===== config.mk =====
export PLATFORM = sky130hd
export DESIGN_NAME = ubc_core
export DESIGN_NICKNAME = d
export VERILOG_FILES = /design/src/design/ubc_pkg.sv /design/src/design/ubc_core.sv
export SDC_FILE = /design/constraint.sdc
export NUM_CORES = 1
export LEC_CHECK = 0
export BUFFER_PORTS_ARGS = -buffer_cell sky130_fd_sc_hd__buf_2
export CAP_MARGIN = 20
export CORE_ASPECT_RATIO = 1.4
export CORE_MARGIN = 2
export CORE_UTILIZATION = 40
export CTS_BUF_LIST = sky130_fd_sc_hd__clkbuf_4 sky130_fd_sc_hd__clkbuf_8
export DETAILED_ROUTE_END_ITERATION = 8
export PLACE_DENSITY_LB_ADDON = 0.08
export SLEW_MARGIN = 40
export SYNTH_ARGS = -nofsm -noshare
export SYNTH_HDL_FRONTEND = slang
export SYNTH_SLANG_ARGS = --single-unit

===== constraint.sdc =====
create_clock -name pclk -period 5.6 [get_ports pclk]
set_clock_uncertainty 0.15 [all_clocks]
set_input_delay 0.28 -clock pclk [delete_from_list [all_inputs] [get_ports pclk]]
set_output_delay 0.28 -clock pclk [all_outputs]
set_load 0.02 [all_outputs]

===== src/design/ubc_pkg.sv =====
// Register map, field layout and frame-state types of the serial data/baud/control front.
package ubc_pkg;
	localparam int unsigned   ADDR_W       = 8;
	localparam int unsigned   DATA_W       = 9;
	localparam int unsigned   CTRL_W       = 14;
	localparam int unsigned   BAUD_W       = 16;
	localparam int unsigned   BITS_W       = 4;
	// Byte addresses of the words on the bus
	localparam logic [7:0]    OFF_STATUS   = 8'h00;
	localparam logic [7:0]    OFF_DATA     = 8'h04;
	localparam logic [7:0]    OFF_BAUD     = 8'h08;
	localparam logic [7:0]    OFF_CTRL1    = 8'h0C;
	// Control word fields
	localparam int unsigned   C_SBK        = 0;
	localparam int unsigned   C_SILENT     = 1;
	localparam int unsigned   C_RE         = 2;
	localparam int unsigned   C_TE         = 3;
	localparam int unsigned   C_IDLE_IRQ_ENABLE     = 4;
	localparam int unsigned   C_RXIE       = 5;
	localparam int unsigned   C_TX_COMPLETE_IRQ_ENABLE       = 6;
	localparam int unsigned   C_TX_EMPTY_IRQ_ENABLE      = 7;
	localparam int unsigned   C_PARITY_IRQ_ENABLE       = 8;
	localparam int unsigned   C_PS         = 9;
	localparam int unsigned   C_PCE        = 10;
	localparam int unsigned   C_WAKE       = 11;
	localparam int unsigned   C_M          = 12;
	localparam int unsigned   C_UE         = 13;
	// Baud divider fields: integer part above a sixteenth-step fraction
	localparam int unsigned   B_FRAC_LSB   = 0;
	localparam int unsigned   B_FRAC_W     = 4;
	localparam int unsigned   B_MANT_LSB   = 4;
	localparam int unsigned   B_MANT_W     = 12;
	// Status word fields
	localparam int unsigned   S_PE         = 0;
	localparam int unsigned   S_IDLE       = 4;
	localparam int unsigned   S_RX_NOT_EMPTY_FLAG       = 5;
	localparam int unsigned   S_TC         = 6;
	localparam int unsigned   S_TXE        = 7;
	// Reset values
	localparam logic [13:0]   CTRL1_RST    = 14'h0000;
	localparam logic [15:0]   BAUD_RST     = 16'h0000;
	localparam logic [8:0]    DATA_RST     = 9'h000;
	localparam logic          TXE_RST      = 1'b1;
	localparam logic          TC_RST       = 1'b1;
	// Frame sizes in bits
	localparam logic [3:0]    BITS_SHORT   = 4'h8;
	localparam logic [3:0]    BITS_LONG    = 4'h9;
	localparam logic [3:0]    FRAME_EXTRA  = 4'h2;

	typedef enum logic [2:0] {
		UBC_IDLE,
		UBC_START,
		UBC_DATA,
		UBC_PARITY,
		UBC_STOP
	} ubc_state_t;
endpackage


===== src/design/ubc_core.sv =====
// Serial transceiver front: APB registers, fractional baud timing, transmitter and receiver.
`timescale 1ns/100ps

// Notes on behaviour
// - Data read gives receive buffer; write loads transmit buffer
// - Divider bits 15..4 hold integer part
// - Divider bits 3..0 hold sixteenths fraction
// - Unit off halts after current frame finishes
// - Word length bit selects nine or eight bits
// - Wake bit: address mark or idle line
// - Parity enable inserts and checks; next frame only
// - Parity select even/odd; next frame only
// - Parity error request gated by its enable
// - Buffer empty request gated by its enable
// - Transmit complete request gated by its enable
// - Receive full request gated by its enable
// - Idle line request gated by its enable
// - Transmitter enable activates the transmitter
// - Receiver enable starts start-bit search
// - Silent bit puts receiver into silent mode
// - Address-mark mode ignores silent writes while full
// - Send break; cleared on break stop bit
// - Data read clears receive not-empty flag
// - Buffer empty set when moved to shifter
module ubc_core (
	input  wire logic                         pclk,
	input  wire logic                         presetn,
	input  wire logic                         psel,
	input  wire logic                         penable,
	input  wire logic                         pwrite,
	input  wire logic [ubc_pkg::ADDR_W-1:0]   paddr,
	input  wire logic [31:0]                  pwdata,
	output logic      [31:0]                  prdata,
	output logic                              pready,
	output logic                              pslverr,
	input  wire logic                         rxd,
	output logic                              txd,
	output logic                              irq
);

	logic [31:0]                prdata_q;
	logic                       pready_q;
	logic                       pslverr_q;
	logic                       txd_q;
	logic                       irq_q;
	logic [13:0]                ctrl_q;
	logic [15:0]                baud_q;
	logic [8:0]                 tx_buf_q;
	logic [8:0]                 rx_buf_q;
	logic                       txe_q, tc_q, rx_not_empty_flag_q, idle_q, pe_q;
	logic                       stat_rd_q, idle_armed_q;
	ubc_pkg::ubc_state_t        tx_st_q, rx_st_q;
	logic [15:0]                tx_cnt_q, rx_cnt_q;
	logic [8:0]                 tx_sh_q, rx_sh_q;
	logic [3:0]                 tx_bit_q, rx_bit_q, tx_nb_q, rx_nb_q, idle_bits_q;
	logic                       tx_par_q, rx_par_q, tx_brk_q, rx_pce_q, rx_ps_q, rx_perr_q;
	logic                       tx_pce_q, tx_ps_q;
	logic                       rxd_q, rxd_prev_q;

	logic                       acc, wr_acc, rd_acc;
	logic                       tx_tick, rx_tick, baud_run;
	logic                       tx_load, tx_begin, tx_done, sbk_clr;
	logic                       rx_done, idle_evt, silent_clr, deliver;
	logic [8:0]                 rx_word;
	logic [3:0]                 frame_bits;
	logic [31:0]                rd_mux;

	function automatic logic hit(input logic [ubc_pkg::ADDR_W-1:0] a, input logic [7:0] off);
		hit = (a == off);
	endfunction

	assign prdata  = prdata_q;
	assign pready  = pready_q;
	assign pslverr = pslverr_q;
	assign txd     = txd_q;
	assign irq     = irq_q;

	// Bus access completes on the edge where pready is seen high
	assign acc    = psel & penable & pready_q;
	assign wr_acc = acc & pwrite;
	assign rd_acc = acc & ~pwrite;

	always_comb begin
		rd_mux = 32'h0000_0000;
		if (hit(paddr, ubc_pkg::OFF_DATA)) begin
			rd_mux[8:0] = rx_buf_q;
		end else if (hit(paddr, ubc_pkg::OFF_BAUD)) begin
			rd_mux[15:0] = baud_q;
		end else if (hit(paddr, ubc_pkg::OFF_CTRL1)) begin
			rd_mux[13:0] = ctrl_q;
		end else if (hit(paddr, ubc_pkg::OFF_STATUS)) begin
			rd_mux[ubc_pkg::S_PE]   = pe_q;
			rd_mux[ubc_pkg::S_IDLE] = idle_q;
			rd_mux[ubc_pkg::S_RX_NOT_EMPTY_FLAG] = rx_not_empty_flag_q;
			rd_mux[ubc_pkg::S_TC]   = tc_q;
			rd_mux[ubc_pkg::S_TXE]  = txe_q;
		end
	end

	// No wait state: answer is prepared during the setup cycle
	always_ff @(posedge pclk or negedge presetn) begin
		if (!presetn) begin
			pready_q  <= 1'b0;
			pslverr_q <= 1'b0;
			prdata_q  <= 32'h0000_0000;
		end else begin
			pready_q  <= psel & ~penable & ~pready_q;
			pslverr_q <= psel & ~penable & ~pready_q & ~(hit(paddr, ubc_pkg::OFF_DATA)
				| hit(paddr, ubc_pkg::OFF_BAUD) | hit(paddr, ubc_pkg::OFF_CTRL1)
				| hit(paddr, ubc_pkg::OFF_STATUS));
			prdata_q  <= (psel & ~penable & ~pwrite) ? rd_mux : 32'h0000_0000;
		end
	end

	// Control word; hardware clears of break and silent lose to nothing but a write
	always_ff @(posedge pclk or negedge presetn) begin
		if (!presetn) begin
			ctrl_q <= ubc_pkg::CTRL1_RST;
		end else begin
			if (sbk_clr) begin
				ctrl_q[ubc_pkg::C_SBK] <= 1'b0;
			end
			if (silent_clr) begin
				ctrl_q[ubc_pkg::C_SILENT] <= 1'b0;
			end
			if (wr_acc && hit(paddr, ubc_pkg::OFF_CTRL1)) begin
				ctrl_q <= pwdata[13:0];
				if (ctrl_q[ubc_pkg::C_WAKE] && rx_not_empty_flag_q) begin
					ctrl_q[ubc_pkg::C_SILENT] <= ctrl_q[ubc_pkg::C_SILENT] & ~silent_clr;
				end
			end
		end
	end

	always_ff @(posedge pclk or negedge presetn) begin
		if (!presetn) begin
			baud_q <= ubc_pkg::BAUD_RST;
		end else if (wr_acc && hit(paddr, ubc_pkg::OFF_BAUD)) begin
			baud_q <= pwdata[15:0];
		end
	end

	always_ff @(posedge pclk or negedge presetn) begin
		if (!presetn) begin
			tx_buf_q <= ubc_pkg::DATA_RST;
		end else if (wr_acc && hit(paddr, ubc_pkg::OFF_DATA)) begin
			tx_buf_q <= pwdata[8:0];
		end
	end

	// Divider value is mantissa + fraction/16, so a bit lasts the raw field value in pclk
	// cycles; a zero divider starts no new frames and no start-bit search
	assign baud_run = (baud_q != ubc_pkg::BAUD_RST) & ctrl_q[ubc_pkg::C_UE];
	assign tx_tick  = (tx_cnt_q == 16'h0000);
	assign rx_tick  = (rx_cnt_q == 16'h0000);

	// New frames start only while the unit is on; a frame under way always finishes
	assign tx_begin = (tx_st_q == ubc_pkg::UBC_IDLE) & baud_run & ctrl_q[ubc_pkg::C_TE]
		& (ctrl_q[ubc_pkg::C_SBK] | ~txe_q);
	assign tx_load  = tx_begin & ~ctrl_q[ubc_pkg::C_SBK];
	assign tx_done  = (tx_st_q == ubc_pkg::UBC_STOP) & tx_tick;
	assign sbk_clr  = (tx_st_q == ubc_pkg::UBC_DATA) & tx_tick & tx_brk_q & (tx_bit_q == tx_nb_q);

	always_ff @(posedge pclk or negedge presetn) begin
		if (!presetn) begin
			tx_st_q  <= ubc_pkg::UBC_IDLE;
			tx_cnt_q <= 16'h0000;
			tx_sh_q  <= 9'h000;
			tx_bit_q <= 4'h0;
			tx_nb_q  <= ubc_pkg::BITS_SHORT;
			tx_par_q <= 1'b0;
			tx_brk_q <= 1'b0;
			tx_pce_q <= 1'b0;
			tx_ps_q  <= 1'b0;
			txd_q    <= 1'b1;
		end else begin
			tx_cnt_q <= tx_tick ? baud_q - 16'h0001 : tx_cnt_q - 16'h0001;
			case (tx_st_q)
				ubc_pkg::UBC_IDLE: begin
					txd_q    <= 1'b1;
					tx_cnt_q <= baud_q - 16'h0001;
					if (tx_begin) begin
						// Frame format is frozen here so later writes affect the next frame
						tx_nb_q  <= ctrl_q[ubc_pkg::C_M] ? ubc_pkg::BITS_LONG
							: ubc_pkg::BITS_SHORT;
						tx_pce_q <= ctrl_q[ubc_pkg::C_PCE];
						tx_ps_q  <= ctrl_q[ubc_pkg::C_PS];
						tx_brk_q <= ctrl_q[ubc_pkg::C_SBK];
						tx_sh_q  <= ctrl_q[ubc_pkg::C_SBK] ? 9'h000 : tx_buf_q;
						tx_par_q <= 1'b0;
						tx_bit_q <= 4'h0;
						txd_q    <= 1'b0;
						tx_st_q  <= ubc_pkg::UBC_START;
					end
				end
				ubc_pkg::UBC_START, ubc_pkg::UBC_DATA: begin
					if (tx_tick) begin
						if (tx_bit_q == tx_nb_q) begin
							if (tx_pce_q && !tx_brk_q) begin
								txd_q   <= tx_par_q ^ tx_ps_q;
								tx_st_q <= ubc_pkg::UBC_PARITY;
							end else begin
								txd_q   <= 1'b1;
								tx_st_q <= ubc_pkg::UBC_STOP;
							end
						end else begin
							txd_q    <= tx_sh_q[0];
							tx_par_q <= tx_par_q ^ tx_sh_q[0];
							tx_sh_q  <= {1'b0, tx_sh_q[8:1]};
							tx_bit_q <= tx_bit_q + 4'h1;
							tx_st_q  <= ubc_pkg::UBC_DATA;
						end
					end
				end
				ubc_pkg::UBC_PARITY: begin
					if (tx_tick) begin
						txd_q   <= 1'b1;
						tx_st_q <= ubc_pkg::UBC_STOP;
					end
				end
				default: begin
					if (tx_tick) begin
						tx_brk_q <= 1'b0;
						tx_st_q  <= ubc_pkg::UBC_IDLE;
					end
				end
			endcase
		end
	end

	// Receiver; line is taken as synchronous and delayed once for edge finding
	assign frame_bits = (ctrl_q[ubc_pkg::C_M] ? ubc_pkg::BITS_LONG : ubc_pkg::BITS_SHORT)
		+ ubc_pkg::FRAME_EXTRA + {3'b000, ctrl_q[ubc_pkg::C_PCE]};
	assign rx_done    = (rx_st_q == ubc_pkg::UBC_STOP) & rx_tick;
	assign rx_word    = (rx_nb_q == ubc_pkg::BITS_LONG) ? rx_sh_q : {1'b0, rx_sh_q[8:1]};
	assign idle_evt   = (rx_st_q == ubc_pkg::UBC_IDLE) & rx_tick & rxd_q
		& (idle_bits_q == frame_bits - 4'h1) & ctrl_q[ubc_pkg::C_RE];
	// An address frame, marked by its top bit, wakes the receiver and is kept
	assign silent_clr = (rx_done & ctrl_q[ubc_pkg::C_SILENT] & ctrl_q[ubc_pkg::C_WAKE]
		& rx_word[rx_nb_q - 4'h1])
		| (idle_evt & idle_armed_q & ctrl_q[ubc_pkg::C_SILENT]
		& ~ctrl_q[ubc_pkg::C_WAKE]);
	assign deliver    = rx_done & (~ctrl_q[ubc_pkg::C_SILENT] | silent_clr & ~idle_evt);

	always_ff @(posedge pclk or negedge presetn) begin
		if (!presetn) begin
			rxd_q      <= 1'b1;
			rxd_prev_q <= 1'b1;
		end else begin
			rxd_q      <= rxd;
			rxd_prev_q <= rxd_q;
		end
	end

	always_ff @(posedge pclk or negedge presetn) begin
		if (!presetn) begin
			rx_st_q     <= ubc_pkg::UBC_IDLE;
			rx_cnt_q    <= 16'h0000;
			rx_sh_q     <= 9'h000;
			rx_bit_q    <= 4'h0;
			rx_nb_q     <= ubc_pkg::BITS_SHORT;
			rx_par_q    <= 1'b0;
			rx_pce_q    <= 1'b0;
			rx_ps_q     <= 1'b0;
			rx_perr_q   <= 1'b0;
			idle_bits_q <= 4'h0;
		end else begin
			rx_cnt_q <= rx_tick ? baud_q - 16'h0001 : rx_cnt_q - 16'h0001;
			case (rx_st_q)
				ubc_pkg::UBC_IDLE: begin
					if (!rxd_q || !baud_run) begin
						idle_bits_q <= 4'h0;
						rx_cnt_q    <= baud_q - 16'h0001;
					end else if (rx_tick && idle_bits_q != frame_bits) begin
						idle_bits_q <= idle_bits_q + 4'h1;
					end
					// Searching for a start edge only while enabled
					if (baud_run && ctrl_q[ubc_pkg::C_RE] && rxd_prev_q && !rxd_q) begin
						rx_cnt_q  <= {1'b0, baud_q[15:1]};
						rx_nb_q   <= ctrl_q[ubc_pkg::C_M] ? ubc_pkg::BITS_LONG
							: ubc_pkg::BITS_SHORT;
						rx_pce_q  <= ctrl_q[ubc_pkg::C_PCE];
						rx_ps_q   <= ctrl_q[ubc_pkg::C_PS];
						rx_par_q  <= 1'b0;
						rx_perr_q <= 1'b0;
						rx_bit_q  <= 4'h0;
						rx_st_q   <= ubc_pkg::UBC_START;
					end
				end
				ubc_pkg::UBC_START: begin
					// Mid-bit check rejects glitches shorter than half a bit
					if (rx_tick) begin
						rx_st_q <= rxd_q ? ubc_pkg::UBC_IDLE : ubc_pkg::UBC_DATA;
					end
				end
				ubc_pkg::UBC_DATA: begin
					if (rx_tick) begin
						rx_sh_q  <= {rxd_q, rx_sh_q[8:1]};
						rx_par_q <= rx_par_q ^ rxd_q;
						rx_bit_q <= rx_bit_q + 4'h1;
						if (rx_bit_q == rx_nb_q - 4'h1) begin
							rx_st_q <= rx_pce_q ? ubc_pkg::UBC_PARITY : ubc_pkg::UBC_STOP;
						end
					end
				end
				ubc_pkg::UBC_PARITY: begin
					if (rx_tick) begin
						rx_perr_q <= rxd_q != (rx_par_q ^ rx_ps_q);
						rx_st_q   <= ubc_pkg::UBC_STOP;
					end
				end
				default: begin
					if (rx_tick) begin
						idle_bits_q <= 4'h0;
						rx_st_q     <= ubc_pkg::UBC_IDLE;
					end
				end
			endcase
		end
	end

	always_ff @(posedge pclk or negedge presetn) begin
		if (!presetn) begin
			rx_buf_q <= ubc_pkg::DATA_RST;
		end else if (deliver) begin
			rx_buf_q <= rx_word;
		end
	end

	// Status flags: every hardware set wins over a clear in the same cycle
	always_ff @(posedge pclk or negedge presetn) begin
		if (!presetn) begin
			txe_q        <= ubc_pkg::TXE_RST;
			tc_q         <= ubc_pkg::TC_RST;
			rx_not_empty_flag_q       <= 1'b0;
			idle_q       <= 1'b0;
			pe_q         <= 1'b0;
			stat_rd_q    <= 1'b0;
			idle_armed_q <= 1'b0;
		end else begin
			if (wr_acc && hit(paddr, ubc_pkg::OFF_DATA)) begin
				txe_q <= 1'b0;
				tc_q  <= 1'b0;
			end
			if (wr_acc && hit(paddr, ubc_pkg::OFF_STATUS)) begin
				tc_q   <= tc_q & pwdata[ubc_pkg::S_TC];
				rx_not_empty_flag_q <= rx_not_empty_flag_q & pwdata[ubc_pkg::S_RX_NOT_EMPTY_FLAG];
			end
			if (rd_acc && hit(paddr, ubc_pkg::OFF_STATUS)) begin
				stat_rd_q <= 1'b1;
			end
			if (rd_acc && hit(paddr, ubc_pkg::OFF_DATA)) begin
				rx_not_empty_flag_q <= 1'b0;
				if (stat_rd_q) begin
					idle_q    <= 1'b0;
					pe_q      <= 1'b0;
					stat_rd_q <= 1'b0;
				end
			end
			if (tx_load) begin
				txe_q <= 1'b1;
			end
			if (tx_done && txe_q && !tx_load) begin
				tc_q <= 1'b1;
			end
			if (deliver) begin
				rx_not_empty_flag_q       <= 1'b1;
				idle_armed_q <= 1'b1;
				if (rx_perr_q) begin
					pe_q <= 1'b1;
				end
			end
			// Idle is reported once per received burst, not on every quiet frame
			if (idle_evt && idle_armed_q) begin
				idle_armed_q <= deliver;
				idle_q       <= ~ctrl_q[ubc_pkg::C_SILENT];
			end
		end
	end

	always_ff @(posedge pclk or negedge presetn) begin
		if (!presetn) begin
			irq_q <= 1'b0;
		end else begin
			irq_q <= (ctrl_q[ubc_pkg::C_PARITY_IRQ_ENABLE] & pe_q)
				| (ctrl_q[ubc_pkg::C_TX_EMPTY_IRQ_ENABLE] & txe_q)
				| (ctrl_q[ubc_pkg::C_TX_COMPLETE_IRQ_ENABLE] & tc_q)
				| (ctrl_q[ubc_pkg::C_RXIE] & rx_not_empty_flag_q)
				| (ctrl_q[ubc_pkg::C_IDLE_IRQ_ENABLE] & idle_q);
		end
	end

	// Start-bit cycle count, so the bit period is checked without a long repetition
	logic [15:0]                start_len_q;

	always_ff @(posedge pclk or negedge presetn) begin
		if (!presetn) begin
			start_len_q <= 16'h0000;
		end else if (tx_st_q == ubc_pkg::UBC_START) begin
			start_len_q <= start_len_q + 16'h0001;
		end else begin
			start_len_q <= 16'h0000;
		end
	end
endmodule


After elaboration in Yosys (flattened, before gate mapping)
Cells that the tools add are included.
Cells by class
  $add $sub $neg: 10
  $lt $le $gt $ge: 1
  equality and inequality tests: 27
  mux-type cells: 94
  bitwise gates (word level): 64
  reductions and logical operators: 55
Operators by type and width (number)
  $mux 16: 7
  $mux 9: 6
  $sub 16x1->16 const B: 3
  $mux 3: 14
  $mux 4: 10
  $mux 1: 39
  $and 1x1->1: 38
  $logic_not 16->1: 2
  $pmux 4 s2: 3
  $reduce_bool 2->1: 11
  $pmux 9 s2: 1
  $eq 8x4->1 const B: 2
  $ne 2x2->1 const B: 8
  $reduce_bool 16->1: 1
  $logic_and 1x1->1: 15
  $reduce_and 3->1: 5
  $mux 14: 1
  $add 4x1->4 const B: 3
  $eq 3x2->1 const B: 4
  $eq 4x4->1: 3
  $not 1->1: 12
  $pmux 3 s4: 1
  $or 1x1->1: 10
  $pmux 3 s3: 1
  29 further kinds: 51
Word-level totals
  register bits: 161
  output and inout bits: 36
  logic and storage cells: 290

Longest topological paths before layout
  depth in word-level cells: 16
  gate-level depth with buffers: 9
  mapped depth without buffers: 8

Worst setup path before layout
Ideal clock, no wire load.
  path kind: register to register
  from: reg baud_q[0]
  to: reg tx_bit_q[0]
  setup time: 0.079 ns
  arrival: 2.236 ns
  setup slack: 3.135 ns
  stages on the path, launching flop included: 10
  buffers on the path: 1
  clock period less this slack: 2.465 ns
  cells stage by stage: dfrtp_1 inv_1 ha_1 nor4b_2 a41oi_2 o2111ai_2 a22oi_1 buf_2 nand2_1 mux2i_1
Between the ends
  cells in the longest elaborated chain, start to end: 7
Ends and longest elaborated chain
  start: declaration: line ubc_core.sv:47  | logic [15:0] baud_q;
  start signal: assignment: line ubc_core.sv:137  | baud_q <= ubc_pkg::BAUD_RST;
  start signal: assignment: line ubc_core.sv:139  | baud_q <= pwdata[15:0];
  $reduce_bool 16->1: line ubc_core.sv:153  | assign baud_run = (baud_q != ubc_pkg::BAUD_RST) & ctrl_q[ubc_pkg::C_UE];
  $and 1x1->1: line ubc_core.sv:153
  $and 1x1->1 (2 in series): line ubc_core.sv:158  | assign tx_begin = (tx_st_q == ubc_pkg::UBC_IDLE) & baud_run & ctrl_q[ubc_pkg::C_TE]
  $and 1x1->1: line ubc_core.sv:159  | & (ctrl_q[ubc_pkg::C_SBK] | ~txe_q);
  $ne 2x2->1 (no source line)
  $reduce_and 4->1 (no source line)
  end signal: assignment: line ubc_core.sv:210  | tx_bit_q <= tx_bit_q + 4'h1;
  end: declaration: line ubc_core.sv:55  | logic [3:0] tx_bit_q, rx_bit_q, tx_nb_q, rx_nb_q, idle_bits_q;
Every way passes these cells.
A chain may end at the register's enable or synchronous reset.

Final worst setup path
  from: reg rx_cnt_q[2]
  to: reg rx_buf_q[1]
Between the ends
  cells in the longest elaborated chain, start to end: 12
Ends and longest elaborated chain
  start: declaration: line ubc_core.sv:53  | logic [15:0] tx_cnt_q, rx_cnt_q;
  start signal: assignment: line ubc_core.sv:268  | rx_cnt_q <= rx_tick ? baud_q - 16'h0001 : rx_cnt_q - 16'h0001;
  start signal: assignment: line ubc_core.sv:273  | rx_cnt_q <= baud_q - 16'h0001;
  start signal: assignment: line ubc_core.sv:279  | rx_cnt_q <= {1'b0, baud_q[15:1]};
  $logic_not 16->1 (*): line ubc_core.sv:155  | assign rx_tick = (rx_cnt_q == 16'h0000);
  $and 1x1->1 (2 in series): line ubc_core.sv:236  | assign idle_evt = (rx_st_q == ubc_pkg::UBC_IDLE) & rx_tick & rxd_q
  $and 1x1->1 (2 in series): line ubc_core.sv:237  | & (idle_bits_q == frame_bits - 4'h1) & ctrl_q[ubc_pkg::C_RE];
  $and 1x1->1 (2 in series): line ubc_core.sv:241  | | (idle_evt & idle_armed_q & ctrl_q[ubc_pkg::C_SILENT]
  $and 1x1->1: line ubc_core.sv:242  | & ~ctrl_q[ubc_pkg::C_WAKE]);
  $or 1x1->1: line ubc_core.sv:241
  $and 1x1->1: line ubc_core.sv:243  | assign deliver = rx_done & (~ctrl_q[ubc_pkg::C_SILENT] | silent_clr & ~idle_evt);
  $or 1x1->1: line ubc_core.sv:243
  $and 1x1->1 (*): line ubc_core.sv:243
  end signal: assignment: line ubc_core.sv:324  | rx_buf_q <= ubc_pkg::DATA_RST;
  end signal: assignment: line ubc_core.sv:326  | rx_buf_q <= rx_word;
  end: declaration: line ubc_core.sv:49  | logic [8:0] rx_buf_q;
Every way passes the cells marked *; elsewhere a longest branch is shown, timed or not.

==> run metrics <==
Worst Setup Start Kind flop; Initial DRT Pass Iterations 5; Die X 125 µm; gr ovfl total 0; Synth area leaders dfrtp_1 46%, mux2_2 6.4%, nand2_1 4.2%, nor2_1 3.6%, mux2i_1 2.9%; Routability Congestion 0.856; Final WS setup 2250 ps; clk sink count 155; cts repair resizes 0; RSZ-0062 raised after global routing no; Slew HR 0.458; Area Overhead vs Synth 13.5%; hold buffer count at cts 20; worst endpoint required time 5770 ps; io pins 82; post-layout util 0.464; post-detailed-route count of antenna-violating nets 0; Layout Nets 933; Worst path slowest cell or4_1; Hold Path Class in -> reg; initial detailed-routing violation count 440; WL per Instance 19.1 µm; postcts setup bufs 0; DR DRC count 0; P per Cell Area 236 nW/µm²; Crit Path Max Fanout 21; Final Hold Viols 0; Yosys top cell by area dfrtp_1; clk_lat worst skew 470 ps; CP Cell Sequence or4_1 -> nor4b_4 -> and2_1 -> nand4_1 -> nand2_1 -> o21ai_0; CP max stage delay 710 ps; Root Driver clkbuf_8; worst slack at placement 2100 ps; Seq/Total Area, Yosys 0.477; library cells used by synthesis 73; Detailed Place HPWL 16000 µm; routed vias/inst 5.52; endpoint class of the critical path flop; min Tclk post-route 3350 ps; final slew viol count 0; FF+latch count, synth 155; vias in the first global route 6405; Port Buf Inserts 49; Die H 173 µm; critical path class reg -> reg; Max clock buf depth 2; largest net degree at the start of global routing 102; share of layout cells above drive strength 1 0.185; Leak 4.11 nW; final setup violation count 0; EDFF count, synth 0; CORE AREA 19900 µm²; share of Yosys cell area claimed by the top area cell type 0.461; dpl cells 1089; Async SR Flop Fraction 1.00; post-synthesis cell area 8150 µm²; Die ar. 21500 µm²; Initial Utilization 0.409; cells after synthesis 820; synthesized area per cell 9.93 µm²; Reg clk slew, reported paths 90 ps; YS warnings 0; setup TNS 0 ps; Fmax achieved 0.298 GHz; Crit path arrival time 3520 ps; outcome complete, no violations; Routed Wire Length 21800 µm; H-tree depth 4; prevailing post-synth register cell dfrtp_1; GR Util All Layers 0.206; CTS tree done; initial antenna violation count 0; Row Count 61; max-cap viol count 0; Inserted Diodes 0; actual slew at the worst max-slew pin 807 ps; CTS buffer count 17; DR vias 6308; period utilization 0.599; fin cells 1142; global-route wire length before repair 34900 µm; VDD IR-drop max 140 µV
-- cells in the mapped netlist (3+ instances only) --
cell      number
dfstp_2        5
nor3_1        23
or3_1         10
or2_2          4
mux2_2        46
nor2b_1        9
o31ai_1        6
buf_2         11
and2_1         9
buf_1          3
nor2_1        79
a22oi_1       10
ha_1          10
nand2_1       91
a31oi_1        5
xor2_1        20
o41ai_1        5
and3_1         6
a221o_1        3
nor4_1        11
nand4_1        6
o22ai_1       14
or4_1          7
mux4_2         3
xnor2_1       25
o21ai_0       43
a41o_1         3
a211oi_1      12
a21oi_1       32
dfrtp_1      150
buf_4         16
inv_1         22
o211ai_1       6
nand3b_1       3
nand3_1       16
clkbuf_1      23
a211o_1        4
mux2i_1       24
-- layer usage --
| metal | GRT usage | vias up | part of all wire |
|---|---|---|---|
| li1 | - | 3011 | - |
| met1 | 0.259 | 3116 | 0.43 |
| met4 | 0.0819 | 0 | 0.028 |
| met5 | 0 | - | 0 |
| met2 | 0.350 | 145 | 0.51 |
| met3 | 0.0377 | 36 | 0.035 |
-- critical path: cells and delay by family (launching register included) --
kind,cells,cell delay [ps]
flip-flops,1,440
AO/OA/AOI/OAI,1,110
AND/OR/NAND/NOR,5,2490
-- layout by cell type (no fill, tap or decap), types with 4 or more instances in the layout --
cell and count:
a21oi_1 31, inv_1 22, o41ai_1 5, dfrtp_1 150, nand4_1 6, conb_1 16
a211o_1 4, nor4_1 11, a22oi_1 10, or2_2 4, o22ai_1 14, nor3_1 22
buf_4 7, clkbuf_8 19, and2_1 9, nor2b_1 9, ha_1 10, xnor2_1 25
buf_2 49, o21ai_0 43, dfstp_2 5, and3_1 6, nor2_1 77, a211oi_1 12
mux2i_1 24, dlygate4sd3_1 20, nand3_1 16, or3_1 10, o211ai_1 6, a31oi_1 5
xor2_1 20, nand2_1 91, or4_1 7, o31ai_1 6, mux2_2 46
-- final cells by class --
class                   count  area, µm²
multi-input cells         601       3970
clock inverters            11        160
fillers                  1913      10700
inverters                  23       86.3
clock buffers              21        277
well taps                 252        315
flip-flops and latches    155       3880
repair buffers             79        552
-- logic make-up after synthesis --
logic type / after synthesis / share of synthesized area
AND/OR/NAND/NOR: 292 / 0.176
buffers and inverters: 79 / 0.0467
adder cells (fa/ha/maj): 11 / 0.0166
other: 1 / 0.000460
XOR/XNOR: 45 / 0.0484
flip-flops: 155 / 0.477
AO/OA/AOI/OAI: 164 / 0.133
multiplexers: 73 / 0.101
-- per-stage QoR --
| step | instance area [µm²] | total power [mW] | hold WS (ps) |
|---|---|---|---|
| floorplan | 8200 | 1.22 | -166 |
| global placement | 8510 | 1.26 | 237 |
| detailed placement | 8570 | 1.26 | 237 |
| CTS | 9200 | 2.21 | 8.40 |
| global route | 9240 | 2.27 | 27.4 |
| finish | 9240 | 2.18 | 34.1 |
-- report_power, final --
| part | internal, mW | switching [mW] |
|---|---|---|
| sequential | 1.13 | 0.0114 |
| clock | 0.482 | 0.447 |
| combinational | 0.0411 | 0.0711 |
-- registers in the layout, indices dropped and copies added (netlist names), 3 cells and up --
register and cells:
tx_cnt_q 16, tx_buf_q 9, rx_sh_q 9, rx_cnt_q 16, rx_st_q 3, rx_buf_q 9, tx_bit_q 4, ctrl_q 14
rx_bit_q 4, baud_q 16, prdata 16, idle_bits_q 4, tx_st_q 3, tx_sh_q 9
-- final timing paths --
| check | from | to | slack (ps) | cells after the start |
|---|---|---|---|---|
| worst min-delay path | pwrite | stat_rd_q | 30 | 3 |
| worst max register to register | rx_cnt_q[2] | rx_buf_q[1] | 2250 | 6 |
| worst max-delay path | rx_cnt_q[2] | rx_buf_q[1] | 2250 | 6 |
| max in group asynchronous | presetn | ctrl_q[5] | 4080 | 3 |
| min in group asynchronous | presetn | tx_cnt_q[12] | 150 | 2 |
| worst min register to register | rx_sh_q[0] | rx_sh_q[0] | 340 | 2 |
(Power assumes the default switching activity.)
